### src/rtl/dpu_consts.vh
// Constants for the pixel stream unpacker and colour expander.
// Assumes bytes arrive in order from the link receiver on the same clock.
// Behaviour
// - Type 0Eh is 16-bit R5 G6 B5 stream
// - Packet is ID, count, ECC, payload, checksum
// - Component bits travel least significant first
// - 16-bit green spans two bytes, two bytes/pixel
// - Type 1Eh is packed 18-bit, nine bytes per four
// - Drop filler pixels beyond the active width
// - Type 2Eh takes bits 7:2, three bytes/pixel
// - Type 3Eh takes whole R, G, B bytes
// - Fill mode 00 appends zero bits
// - Fill mode 01 appends one bits
// - Fill mode 10 appends the component top bits
// - Fill mode 11 behaves as fill mode 10
`ifndef DPU_CONSTS_VH
`define DPU_CONSTS_VH

// Data type codes, low six bits of the identifier byte
`define DPU_DT_RGB16    6'h0E
`define DPU_DT_RGB18P   6'h1E
`define DPU_DT_RGB18L   6'h2E
`define DPU_DT_RGB24    6'h3E

// Internal format codes
`define DPU_FMT_NONE    3'h0
`define DPU_FMT_16      3'h1
`define DPU_FMT_18P     3'h2
`define DPU_FMT_18L     3'h3
`define DPU_FMT_24      3'h4

// Bits per pixel and bits taken per byte
`define DPU_BITS_16     6'h10
`define DPU_BITS_18     6'h12
`define DPU_BITS_24     6'h18
`define DPU_BYTE_FULL   6'h08
`define DPU_BYTE_LOOSE  6'h06

// Fill modes
`define DPU_FILL_ZERO   2'h0
`define DPU_FILL_ONE    2'h1

// Pixel buffer shape and stall margin
`define DPU_FIFO_WIDTH  24
`define DPU_FIFO_DEPTH  16
`define DPU_FIFO_AW     4
`define DPU_FIFO_STOP   5'h0E

`endif

### src/rtl/dpu_fifo.v
// Pixel buffer: synchronous FIFO with valid/ready on both sides.
// Assumes one clock; read data is shown ahead from the head slot.
`timescale 1ns/1ns
module dpu_fifo #(
  parameter WIDTH = 24,
  parameter DEPTH = 16,
  parameter AW    = 4
) (
  // Clock and reset
  input  wire             clk_i,
  input  wire             sys_rst_i,
  // Fill side
  input  wire             wr_valid_i,
  output wire             wr_ready_o,
  input  wire [WIDTH-1:0] wr_data_i,
  // Drain side
  output wire             rd_valid_o,
  input  wire             rd_ready_i,
  output wire [WIDTH-1:0] rd_data_o,
  // Fill level
  output wire [AW:0]      level_o
);

  reg [WIDTH-1:0] mem [0:DEPTH-1];
  reg [AW:0]      wr_ptr_reg;
  reg [AW:0]      rd_ptr_reg;
  wire            push;
  wire            pop;

  // Full when pointers differ only in the wrap bit
  assign level_o    = wr_ptr_reg - rd_ptr_reg;
  assign wr_ready_o = (level_o != DEPTH[AW:0]);
  assign rd_valid_o = (wr_ptr_reg != rd_ptr_reg);
  assign rd_data_o  = mem[rd_ptr_reg[AW-1:0]];
  assign push       = wr_valid_i & wr_ready_o;
  assign pop        = rd_valid_o & rd_ready_i;

  // Storage write
  always @(posedge clk_i) begin
    if (push) begin
      mem[wr_ptr_reg[AW-1:0]] <= wr_data_i;
    end
  end

  // Pointer update
  always @(posedge clk_i) begin
    if (sys_rst_i) begin
      wr_ptr_reg <= {(AW+1){1'b0}};
      rd_ptr_reg <= {(AW+1){1'b0}};
    end else begin
      if (push) begin
        wr_ptr_reg <= wr_ptr_reg + 1'b1;
      end
      if (pop) begin
        rd_ptr_reg <= rd_ptr_reg + 1'b1;
      end
    end
  end

endmodule

### src/rtl/dpu_unpack.v
// Pixel stream unpacker: frames long packets, unpacks the four pixel
// formats, drops filler pixels and widens colour to 24 bits.
// Assumes the byte source and the fill mode setting share clk_i, and
// that only long packets are presented on the byte port.
`timescale 1ns/1ns
`include "dpu_consts.vh"
module dpu_unpack (
  // Clock and reset
  input  wire        clk_i,
  input  wire        sys_rst_i,
  // Packet byte stream from the link receiver
  input  wire        byte_valid_i,
  input  wire        byte_sop_i,
  input  wire [7:0]  byte_data_i,
  output reg         byte_ready_o,
  // Line control and settings
  input  wire        line_start_i,
  input  wire [15:0] active_width_i,
  input  wire [1:0]  colour_expand_fill_mode_i,
  // Expanded pixel output
  output reg         pix_valid_o,
  input  wire        pix_ready_i,
  output reg  [7:0]  pix_red_o,
  output reg  [7:0]  pix_green_o,
  output reg  [7:0]  pix_blue_o,
  // Status
  output reg  [2:0]  pix_format_o,
  output reg         pkt_done_o,
  output reg         pkt_ignored_o,
  output reg         filler_drop_o
);

  // Framing states
  localparam ST_IDLE = 3'h0;
  localparam ST_WC0  = 3'h1;
  localparam ST_WC1  = 3'h2;
  localparam ST_ECC  = 3'h3;
  localparam ST_PAY  = 3'h4;
  localparam ST_CS0  = 3'h5;
  localparam ST_CS1  = 3'h6;

  // Widen one component; five selects 5-bit input in c[4:0]
  function [7:0] dpu_expand;
    input [5:0] c;
    input       five;
    input [1:0] mode;
    begin
      if (five) begin
        case (mode)
          `DPU_FILL_ZERO: dpu_expand = {c[4:0], 3'h0};
          `DPU_FILL_ONE:  dpu_expand = {c[4:0], 3'h7};
          default:        dpu_expand = {c[4:0], c[4:2]};
        endcase
      end else begin
        case (mode)
          `DPU_FILL_ZERO: dpu_expand = {c, 2'h0};
          `DPU_FILL_ONE:  dpu_expand = {c, 2'h3};
          default:        dpu_expand = {c, c[5:4]};
        endcase
      end
    end
  endfunction

  // Map data type to internal format
  function [2:0] dpu_format;
    input [5:0] dt;
    begin
      case (dt)
        `DPU_DT_RGB16:  dpu_format = `DPU_FMT_16;
        `DPU_DT_RGB18P: dpu_format = `DPU_FMT_18P;
        `DPU_DT_RGB18L: dpu_format = `DPU_FMT_18L;
        `DPU_DT_RGB24:  dpu_format = `DPU_FMT_24;
        default:        dpu_format = `DPU_FMT_NONE;
      endcase
    end
  endfunction

  // Framing state
  reg  [2:0]  state_reg;
  reg  [2:0]  state_next;
  reg  [2:0]  fmt_reg;
  reg  [15:0] wc_reg;
  reg  [15:0] left_reg;
  // Bit accumulator
  reg  [31:0] acc_reg;
  reg  [5:0]  cnt_reg;
  reg  [15:0] line_pix_reg;
  // Combinational unpack results
  reg  [5:0]  take_bits;
  reg  [5:0]  pix_bits;
  reg  [7:0]  new_bits;
  reg  [31:0] merged;
  reg  [5:0]  cnt_sum;
  reg         pix_hit;
  reg  [23:0] pix_rgb;
  reg  [5:0]  comp_r;
  reg  [5:0]  comp_g;
  reg  [5:0]  comp_b;
  reg         comp_five;
  // Buffer wiring
  wire        take;
  wire        in_active;
  wire        push;
  wire        fifo_wr_ready;
  wire        fifo_rd_valid;
  wire [23:0] fifo_rd_data;
  wire        fifo_pop;
  wire [4:0]  fifo_level;

  assign take      = byte_valid_i & byte_ready_o;
  assign in_active = (active_width_i == 16'h0000) || (line_pix_reg < active_width_i);

  // Framing sequence: id, count low, count high, ECC, payload, checksum
  always @* begin
    state_next = state_reg;
    if (take) begin
      if (byte_sop_i) begin
        state_next = ST_WC0;
      end else begin
        case (state_reg)
          ST_WC0:  state_next = ST_WC1;
          ST_WC1:  state_next = ST_ECC;
          ST_ECC:  state_next = (wc_reg == 16'h0000) ? ST_CS0 : ST_PAY;
          ST_PAY:  state_next = (left_reg == 16'h0001) ? ST_CS0 : ST_PAY;
          ST_CS0:  state_next = ST_CS1;
          ST_CS1:  state_next = ST_IDLE;
          default: state_next = ST_IDLE;
        endcase
      end
    end
  end

  // Per-format widths of one pixel and of each payload byte
  always @* begin
    case (fmt_reg)
      `DPU_FMT_16:  pix_bits = `DPU_BITS_16;
      `DPU_FMT_24:  pix_bits = `DPU_BITS_24;
      default:      pix_bits = `DPU_BITS_18;
    endcase
    if (fmt_reg == `DPU_FMT_18L) begin
      take_bits = `DPU_BYTE_LOOSE;
      new_bits  = {2'b00, byte_data_i[7:2]};
    end else begin
      take_bits = `DPU_BYTE_FULL;
      new_bits  = byte_data_i;
    end
  end

  // Append byte above held bits; first bit on the wire is the lowest
  always @* begin
    merged  = acc_reg | ({24'h00_0000, new_bits} << cnt_reg);
    cnt_sum = cnt_reg + take_bits;
    pix_hit = (state_reg == ST_PAY) && take && !byte_sop_i &&
              (fmt_reg != `DPU_FMT_NONE) && (cnt_sum >= pix_bits);
  end

  // Split the completed pixel into components, red lowest
  always @* begin
    comp_five = 1'b0;
    comp_r    = 6'h00;
    comp_g    = 6'h00;
    comp_b    = 6'h00;
    pix_rgb   = 24'h00_0000;
    case (fmt_reg)
      `DPU_FMT_16: begin
        comp_five = 1'b1;
        comp_r    = {1'b0, merged[4:0]};
        comp_g    = merged[10:5];
        comp_b    = {1'b0, merged[15:11]};
      end
      `DPU_FMT_18P, `DPU_FMT_18L: begin
        comp_r = merged[5:0];
        comp_g = merged[11:6];
        comp_b = merged[17:12];
      end
      default: begin
        comp_r = 6'h00;
      end
    endcase
    if (fmt_reg == `DPU_FMT_24) begin
      pix_rgb = {merged[7:0], merged[15:8], merged[23:16]};
    end else begin
      pix_rgb = {dpu_expand(comp_r, comp_five, colour_expand_fill_mode_i),
                 dpu_expand(comp_g, 1'b0, colour_expand_fill_mode_i),
                 dpu_expand(comp_b, comp_five, colour_expand_fill_mode_i)};
    end
  end

  // Only pixels inside the active width reach the buffer
  assign push = pix_hit & in_active;

  // Framing registers
  always @(posedge clk_i) begin
    if (sys_rst_i) begin
      state_reg <= ST_IDLE;
      fmt_reg   <= `DPU_FMT_NONE;
      wc_reg    <= 16'h0000;
      left_reg  <= 16'h0000;
    end else begin
      state_reg <= state_next;
      if (take) begin
        if (byte_sop_i) begin
          fmt_reg <= dpu_format(byte_data_i[5:0]);
        end else if (state_reg == ST_WC0) begin
          wc_reg[7:0] <= byte_data_i;
        end else if (state_reg == ST_WC1) begin
          wc_reg[15:8] <= byte_data_i;
        end else if (state_reg == ST_ECC) begin
          left_reg <= wc_reg;
        end else if (state_reg == ST_PAY) begin
          left_reg <= left_reg - 16'h0001;
        end
      end
    end
  end

  // Bit accumulator; cleared at each packet start so no bits leak over
  always @(posedge clk_i) begin
    if (sys_rst_i) begin
      acc_reg <= 32'h0000_0000;
      cnt_reg <= 6'h00;
    end else if (take && byte_sop_i) begin
      acc_reg <= 32'h0000_0000;
      cnt_reg <= 6'h00;
    end else if (take && (state_reg == ST_PAY) && (fmt_reg != `DPU_FMT_NONE)) begin
      if (cnt_sum >= pix_bits) begin
        acc_reg <= merged >> pix_bits;
        cnt_reg <= cnt_sum - pix_bits;
      end else begin
        acc_reg <= merged;
        cnt_reg <= cnt_sum;
      end
    end
  end

  // Pixel position within the current line
  always @(posedge clk_i) begin
    if (sys_rst_i) begin
      line_pix_reg <= 16'h0000;
    end else if (line_start_i) begin
      line_pix_reg <= 16'h0000;
    end else if (pix_hit && (line_pix_reg != 16'hFFFF)) begin
      line_pix_reg <= line_pix_reg + 16'h0001;
    end
  end

  // Byte stall: ready only while the buffer holds fewer than 14 pixels
  always @(posedge clk_i) begin
    if (sys_rst_i) begin
      byte_ready_o <= 1'b0;
    end else begin
      byte_ready_o <= fifo_wr_ready && (fifo_level < `DPU_FIFO_STOP);
    end
  end

  // Status pulses and current format
  always @(posedge clk_i) begin
    if (sys_rst_i) begin
      pix_format_o  <= `DPU_FMT_NONE;
      pkt_done_o    <= 1'b0;
      pkt_ignored_o <= 1'b0;
      filler_drop_o <= 1'b0;
    end else begin
      pix_format_o  <= fmt_reg;
      pkt_done_o    <= take && !byte_sop_i && (state_reg == ST_CS1);
      pkt_ignored_o <= take && !byte_sop_i && (state_reg == ST_ECC) &&
                       (fmt_reg == `DPU_FMT_NONE);
      filler_drop_o <= pix_hit && !in_active;
    end
  end

  // Pixel buffer between unpacker and output
  dpu_fifo #(
    .WIDTH (`DPU_FIFO_WIDTH),
    .DEPTH (`DPU_FIFO_DEPTH),
    .AW    (`DPU_FIFO_AW)
  ) u_fifo (
    .clk_i      (clk_i),
    .sys_rst_i  (sys_rst_i),
    .wr_valid_i (push),
    .wr_ready_o (fifo_wr_ready),
    .wr_data_i  (pix_rgb),
    .rd_valid_o (fifo_rd_valid),
    .rd_ready_i (fifo_pop),
    .rd_data_o  (fifo_rd_data),
    .level_o    (fifo_level)
  );

  // Output holding register refills when empty or taken
  assign fifo_pop = fifo_rd_valid & (~pix_valid_o | pix_ready_i);

  always @(posedge clk_i) begin
    if (sys_rst_i) begin
      pix_valid_o <= 1'b0;
      pix_red_o   <= 8'h00;
      pix_green_o <= 8'h00;
      pix_blue_o  <= 8'h00;
    end else if (~pix_valid_o | pix_ready_i) begin
      pix_valid_o <= fifo_rd_valid;
      if (fifo_rd_valid) begin
        pix_red_o   <= fifo_rd_data[23:16];
        pix_green_o <= fifo_rd_data[15:8];
        pix_blue_o  <= fifo_rd_data[7:0];
      end
    end
  end

endmodule

### config.mk
export PLATFORM = sky130hd
export DESIGN_NAME = dpu_unpack
export DESIGN_NICKNAME = d
export VERILOG_FILES = /design/src/rtl/dpu_fifo.v /design/src/rtl/dpu_unpack.v
export VERILOG_INCLUDE_DIRS = /design/src /design/src/rtl
export SDC_FILE = /design/constraint.sdc
export NUM_CORES = 1
export LEC_CHECK = 0
export BUFFER_PORTS_ARGS = -buffer_cell sky130_fd_sc_hd__buf_2
export CORE_MARGIN = 3
export CORE_UTILIZATION = 50
export DETAILED_ROUTE_END_ITERATION = 6
export GPL_ROUTABILITY_DRIVEN = 0
export PLACE_DENSITY_LB_ADDON = 0.25
export SYNTH_ARGS = -nofsm -noshare
export SYNTH_HDL_FRONTEND = slang
export SYNTH_SLANG_ARGS = --single-unit
### constraint.sdc
create_clock -name clk_i -period 11.4 [get_ports clk_i]
set_input_delay 1.71 -clock clk_i [delete_from_list [all_inputs] [get_ports clk_i]]
set_output_delay 1.71 -clock clk_i [all_outputs]
set_load 0.1 [all_outputs]
==> results.txt <==
----------------------------------------------------
[Final layout]
  Most common library cell in the layout ignoring fill and taps ... sky130_fd_sc_hd__edfxtp_1
  Flip-flop count of the largest register, all copies and words added ... 384
  Growth of design area from synthesis to finish ... 12.2%
  # fillers ... 3523
  Top library cells by usage in the layout, fill and taps aside ... sky130_fd_sc_hd__edfxtp_1 (384), sky130_fd_sc_hd__dfxtp_1 (131), sky130_fd_sc_hd__nand2_1 (123), sky130_fd_sc_hd__mux4_2 (122), sky130_fd_sc_hd__nor2_1 (114)
  Antenna fix cells ... 0
  Fraction of final layout cells sized beyond drive strength 1 ... 20.7%
  Net count, final ... between 1500 and 2000

[STA]
  Share of the clock period used by the worst path after layout ... 49.8%
  Worst slew slack as a fraction of its limit ... 16.3%
  Fmax ... 176 MHz
  Worst clock skew ... 0.0255 ns
  Total Negative Setup Slacks ... 0 ns
  Setup violation total in the final timing report ... 0
  Worst-case setup margin in the final layout ... 5.72 ns
  Number of pins exceeding their max-slew limit in the final report ... 0
  Clock period minus final worst setup slack ... 5.68 ns
  RSZ-0062 raised after global routing ... false
  Measured slew at the worst slew-check pin ... 1.25 ns
  Number of hold violations in the final report ... 0

[Clock network]
  Clock transition at the registers of the reported paths ... 0.06 ns
  Clock tree sinks ... roughly 520
  Postcts setup bufs ... 0
  Clock latency of the later-clocked register in the worst-skew pair ... about 0.6 ns
  Buffer depth of the longest clock path ... 3
  CTS tree ... built
  Count of H-tree levels built during CTS ... 2
  Post_cts resized ... 0
  Clock Root Buffer ... sky130_fd_sc_hd__clkbuf_16
  Number of buffers inserted by hold repair at cts ... 0
  Number of clock buffers inserted by TritonCTS ... 52

[Detailed routing]
  Total iterations of the first detailed-routing run ... 5
  Antenna viol nets, final ... 0
  Detailed-route vias per instance ... between 6 and 7
  Number of vias after detailed routing ... 14500
  Number of remaining DRC errors ... 0
  Routed wire length ... 54.5 mm
  Drt first-iter violations ... approximately 1400
  Avg WL per Cell ... 23.5 um

[Place]
  I/O Buffers ... 63
  Pre-CTS setup slack ... 5.79 ns
  Estimated wirelength of the detail-placed design ... 35.9 mm

[Floorplan]
  I/O pin count ... 64
  Die Area ... 48100 sq um
  Chip height ... 219 um
  Floorplan die width ... about 220 um
  Number of standard-cell rows in the floorplan ... 77
  Placeable Area ... 44600 sq um
  Starting density of the core ... 51.0%

[Pwr]
  Worst IR drop on VDD ... 0.000118 V
  Power density over cell area ... ~170 nW/um^2
  Leakage power ... 8.60 nW

[Worst setup path]
  Critical path peak fanout ... 29
  Worst Setup End Kind ... flip-flop
  Data required, critical path ... 11.61 ns
  Critical setup path kind ... reg -> reg
  CP Data Arrival Time ... 5.88 ns
  Highest cell delay on the worst timing path ... 1.11 ns
  Cells traversed along the worst timing path ... inv_1 > nor3_2 > buf_4 > inv_1 > nand2_1 > clkinv_1 > ha_1 > nand3b_1 > a21oi_1 > nor3_1 > buf_4 > o21ai_2 > a211oi_2 > and3_1
  Startpoint Class ... flip-flop
  Cell with the biggest individual delay on the critical path ... sky130_fd_sc_hd__and3_1

[Synthesis]
  Number of enable-type register cells in the synthesized netlist ... 384
  Share of synthesized flip-flops with an asynchronous set or reset ... 0%
  Synthesis Warnings ... 0
  Distinct cell type count after synthesis ... 89
  Avg Synthesized Cell Area ... 14.0 sq um
  Predominant post-synthesis flop cell ... sky130_fd_sc_hd__edfxtp_1
  Sequential fraction of the synthesis area ... approximately 62%
  Post-synthesis net count ... around 1700
  Synthesis-stage register bit count ... around 520
  Cell area after synthesis ... around 23000 sq um
  Synthesized instance count ... roughly 1600

[Outcome]
  Outcome ... completed

[Hold path]
  Kind of path behind the tightest hold check ... reg -> reg

[Global route]
  Overflow left after global routing ... 0
  Number of global-route vias before repair ... 14100
  Antenna violations before repair ... 0
  First-pass GRT wire length ... 84.3 mm
  Largest net degree at the start of global routing ... between 70 and 80
  Overall Global Routing Usage ... 22.8%

[Flow run]
  Number of max-cap violations ... 0

----------------------------------------------------
[power breakdown]
group | leakage, nW | switching, W | internal (W)
sequential | 4.60 | 0.0000368 | 0.00202
clock | 0.846 | 0.000730 | 0.00104
combinational | 3.15 | 0.000303 | 0.000184
total | 8.60 | 0.00107 | 0.00324
[layout make-up]
type / instances / area, sq um / area share, %
well taps: 592 / 741 / 2.90
clock buffers: 58 / 1340 / 5.26
clock inverters: 38 / 445 / 1.74
repair buffers: 102 / 611 / 2.39
inverters: 55 / 209 / 0.818
multi-input cells: 960 / 8000 / 31.3
flip-flops and latches: 517 / 14200 / 55.6
[cells by family after synthesis]
| logic type | after synthesis | share of synthesized area (%) |
|---|---|---|
| flops | 517 | 62.3 |
| simple gates | 420 | 9.00 |
| compound gates | 334 | 9.68 |
| mux | 155 | 13.5 |
| buf+inv | 154 | 2.75 |
| fa+ha+maj | 35 | 1.99 |
| xor+xnor | 16 | 0.698 |
[critical path, delay by kind of cell, from the launching register on]
kind,cells,cell delay (ns)
DFF,1,0.70
adders and majority gates,1,0.40
and+or+nand+nor,5,1.84
buffers and inverters,5,1.34
AOI/OAI and AO/OA,3,0.97
[synthesized netlist by cell type, types with 6 or more instances]
| library cell | number | area share (%) |
|---|---|---|
| sky130_fd_sc_hd__nor2b_1 | 13 | 0.36 |
| sky130_fd_sc_hd__nand3_1 | 26 | 0.57 |
| sky130_fd_sc_hd__nand4_1 | 11 | 0.30 |
| sky130_fd_sc_hd__o31ai_1 | 12 | 0.40 |
| sky130_fd_sc_hd__a22oi_1 | 19 | 0.63 |
| sky130_fd_sc_hd__or3_1 | 14 | 0.38 |
| sky130_fd_sc_hd__nor3b_1 | 6 | 0.20 |
| sky130_fd_sc_hd__buf_1 | 6 | 0.099 |
| sky130_fd_sc_hd__o21ai_0 | 63 | 1.4 |
| sky130_fd_sc_hd__o22ai_1 | 15 | 0.41 |
| sky130_fd_sc_hd__nor3_1 | 32 | 0.70 |
| sky130_fd_sc_hd__a211oi_1 | 20 | 0.66 |
| sky130_fd_sc_hd__edfxtp_1 | 384 | 51 |
| sky130_fd_sc_hd__nand2b_1 | 14 | 0.38 |
| sky130_fd_sc_hd__a21oi_1 | 102 | 2.2 |
| sky130_fd_sc_hd__a2bb2oi_1 | 6 | 0.23 |
| sky130_fd_sc_hd__inv_1 | 51 | 0.84 |
| sky130_fd_sc_hd__clkbuf_1 | 70 | 1.2 |
| sky130_fd_sc_hd__and3_1 | 22 | 0.60 |
| sky130_fd_sc_hd__ha_1 | 33 | 1.8 |
| sky130_fd_sc_hd__nand2_1 | 123 | 2.0 |
| sky130_fd_sc_hd__nor4_1 | 14 | 0.38 |
| sky130_fd_sc_hd__mux4_2 | 122 | 12 |
| sky130_fd_sc_hd__xnor2_1 | 9 | 0.35 |
| sky130_fd_sc_hd__or4_1 | 6 | 0.20 |
| sky130_fd_sc_hd__mux2i_1 | 28 | 1.2 |
| sky130_fd_sc_hd__a221o_1 | 7 | 0.31 |
| sky130_fd_sc_hd__xor2_1 | 6 | 0.23 |
| sky130_fd_sc_hd__a31oi_1 | 20 | 0.55 |
| sky130_fd_sc_hd__buf_2 | 19 | 0.42 |
| sky130_fd_sc_hd__dfxtp_1 | 133 | 12 |
| sky130_fd_sc_hd__nor2_1 | 114 | 1.9 |
[per-layer routing]
metal	up-vias	GRT usage, %	part of all wire [%]
met1	7205	33.9	45
met2	629	34.5	45
met3	126	4.28	7.3
met4	0	6.74	2.8
met5	-	0	0
li1	6492	-	-
[worst paths after layout]
| path | endpoint | slack [ns] | from | depth (start not counted) |
|---|---|---|---|---|
| max | u_fifo.mem[5][3] | 5.72 | fmt_reg[2] | 14 |
| min | pix_red_o[5] | 0.45 | pix_red_o[5] | 2 |
| max reg2reg | u_fifo.mem[5][3] | 5.72 | fmt_reg[2] | 14 |
| min reg2reg | pix_red_o[5] | 0.45 | pix_red_o[5] | 2 |
[per-stage QoR]
| step | cells | area [sq um] | util [%] | power (W) | hold slack (ns) |
|---|---|---|---|---|---|
| floorplan | 1631 | 22800 | - | 0.00248 | 0.428 |
| global placement | 2226 | 23800 | 53.3 | 0.00259 | 0.441 |
| detailed placement | 2226 | 23800 | 53.3 | 0.00259 | 0.446 |
| CTS | 2322 | 25600 | 57.3 | 0.00435 | 0.455 |
| global route | 2322 | 25600 | 57.3 | 0.00446 | 0.479 |
| finish | 2322 | 25600 | 57.3 | 0.00431 | 0.454 |
(Power assumes the default switching activity.)
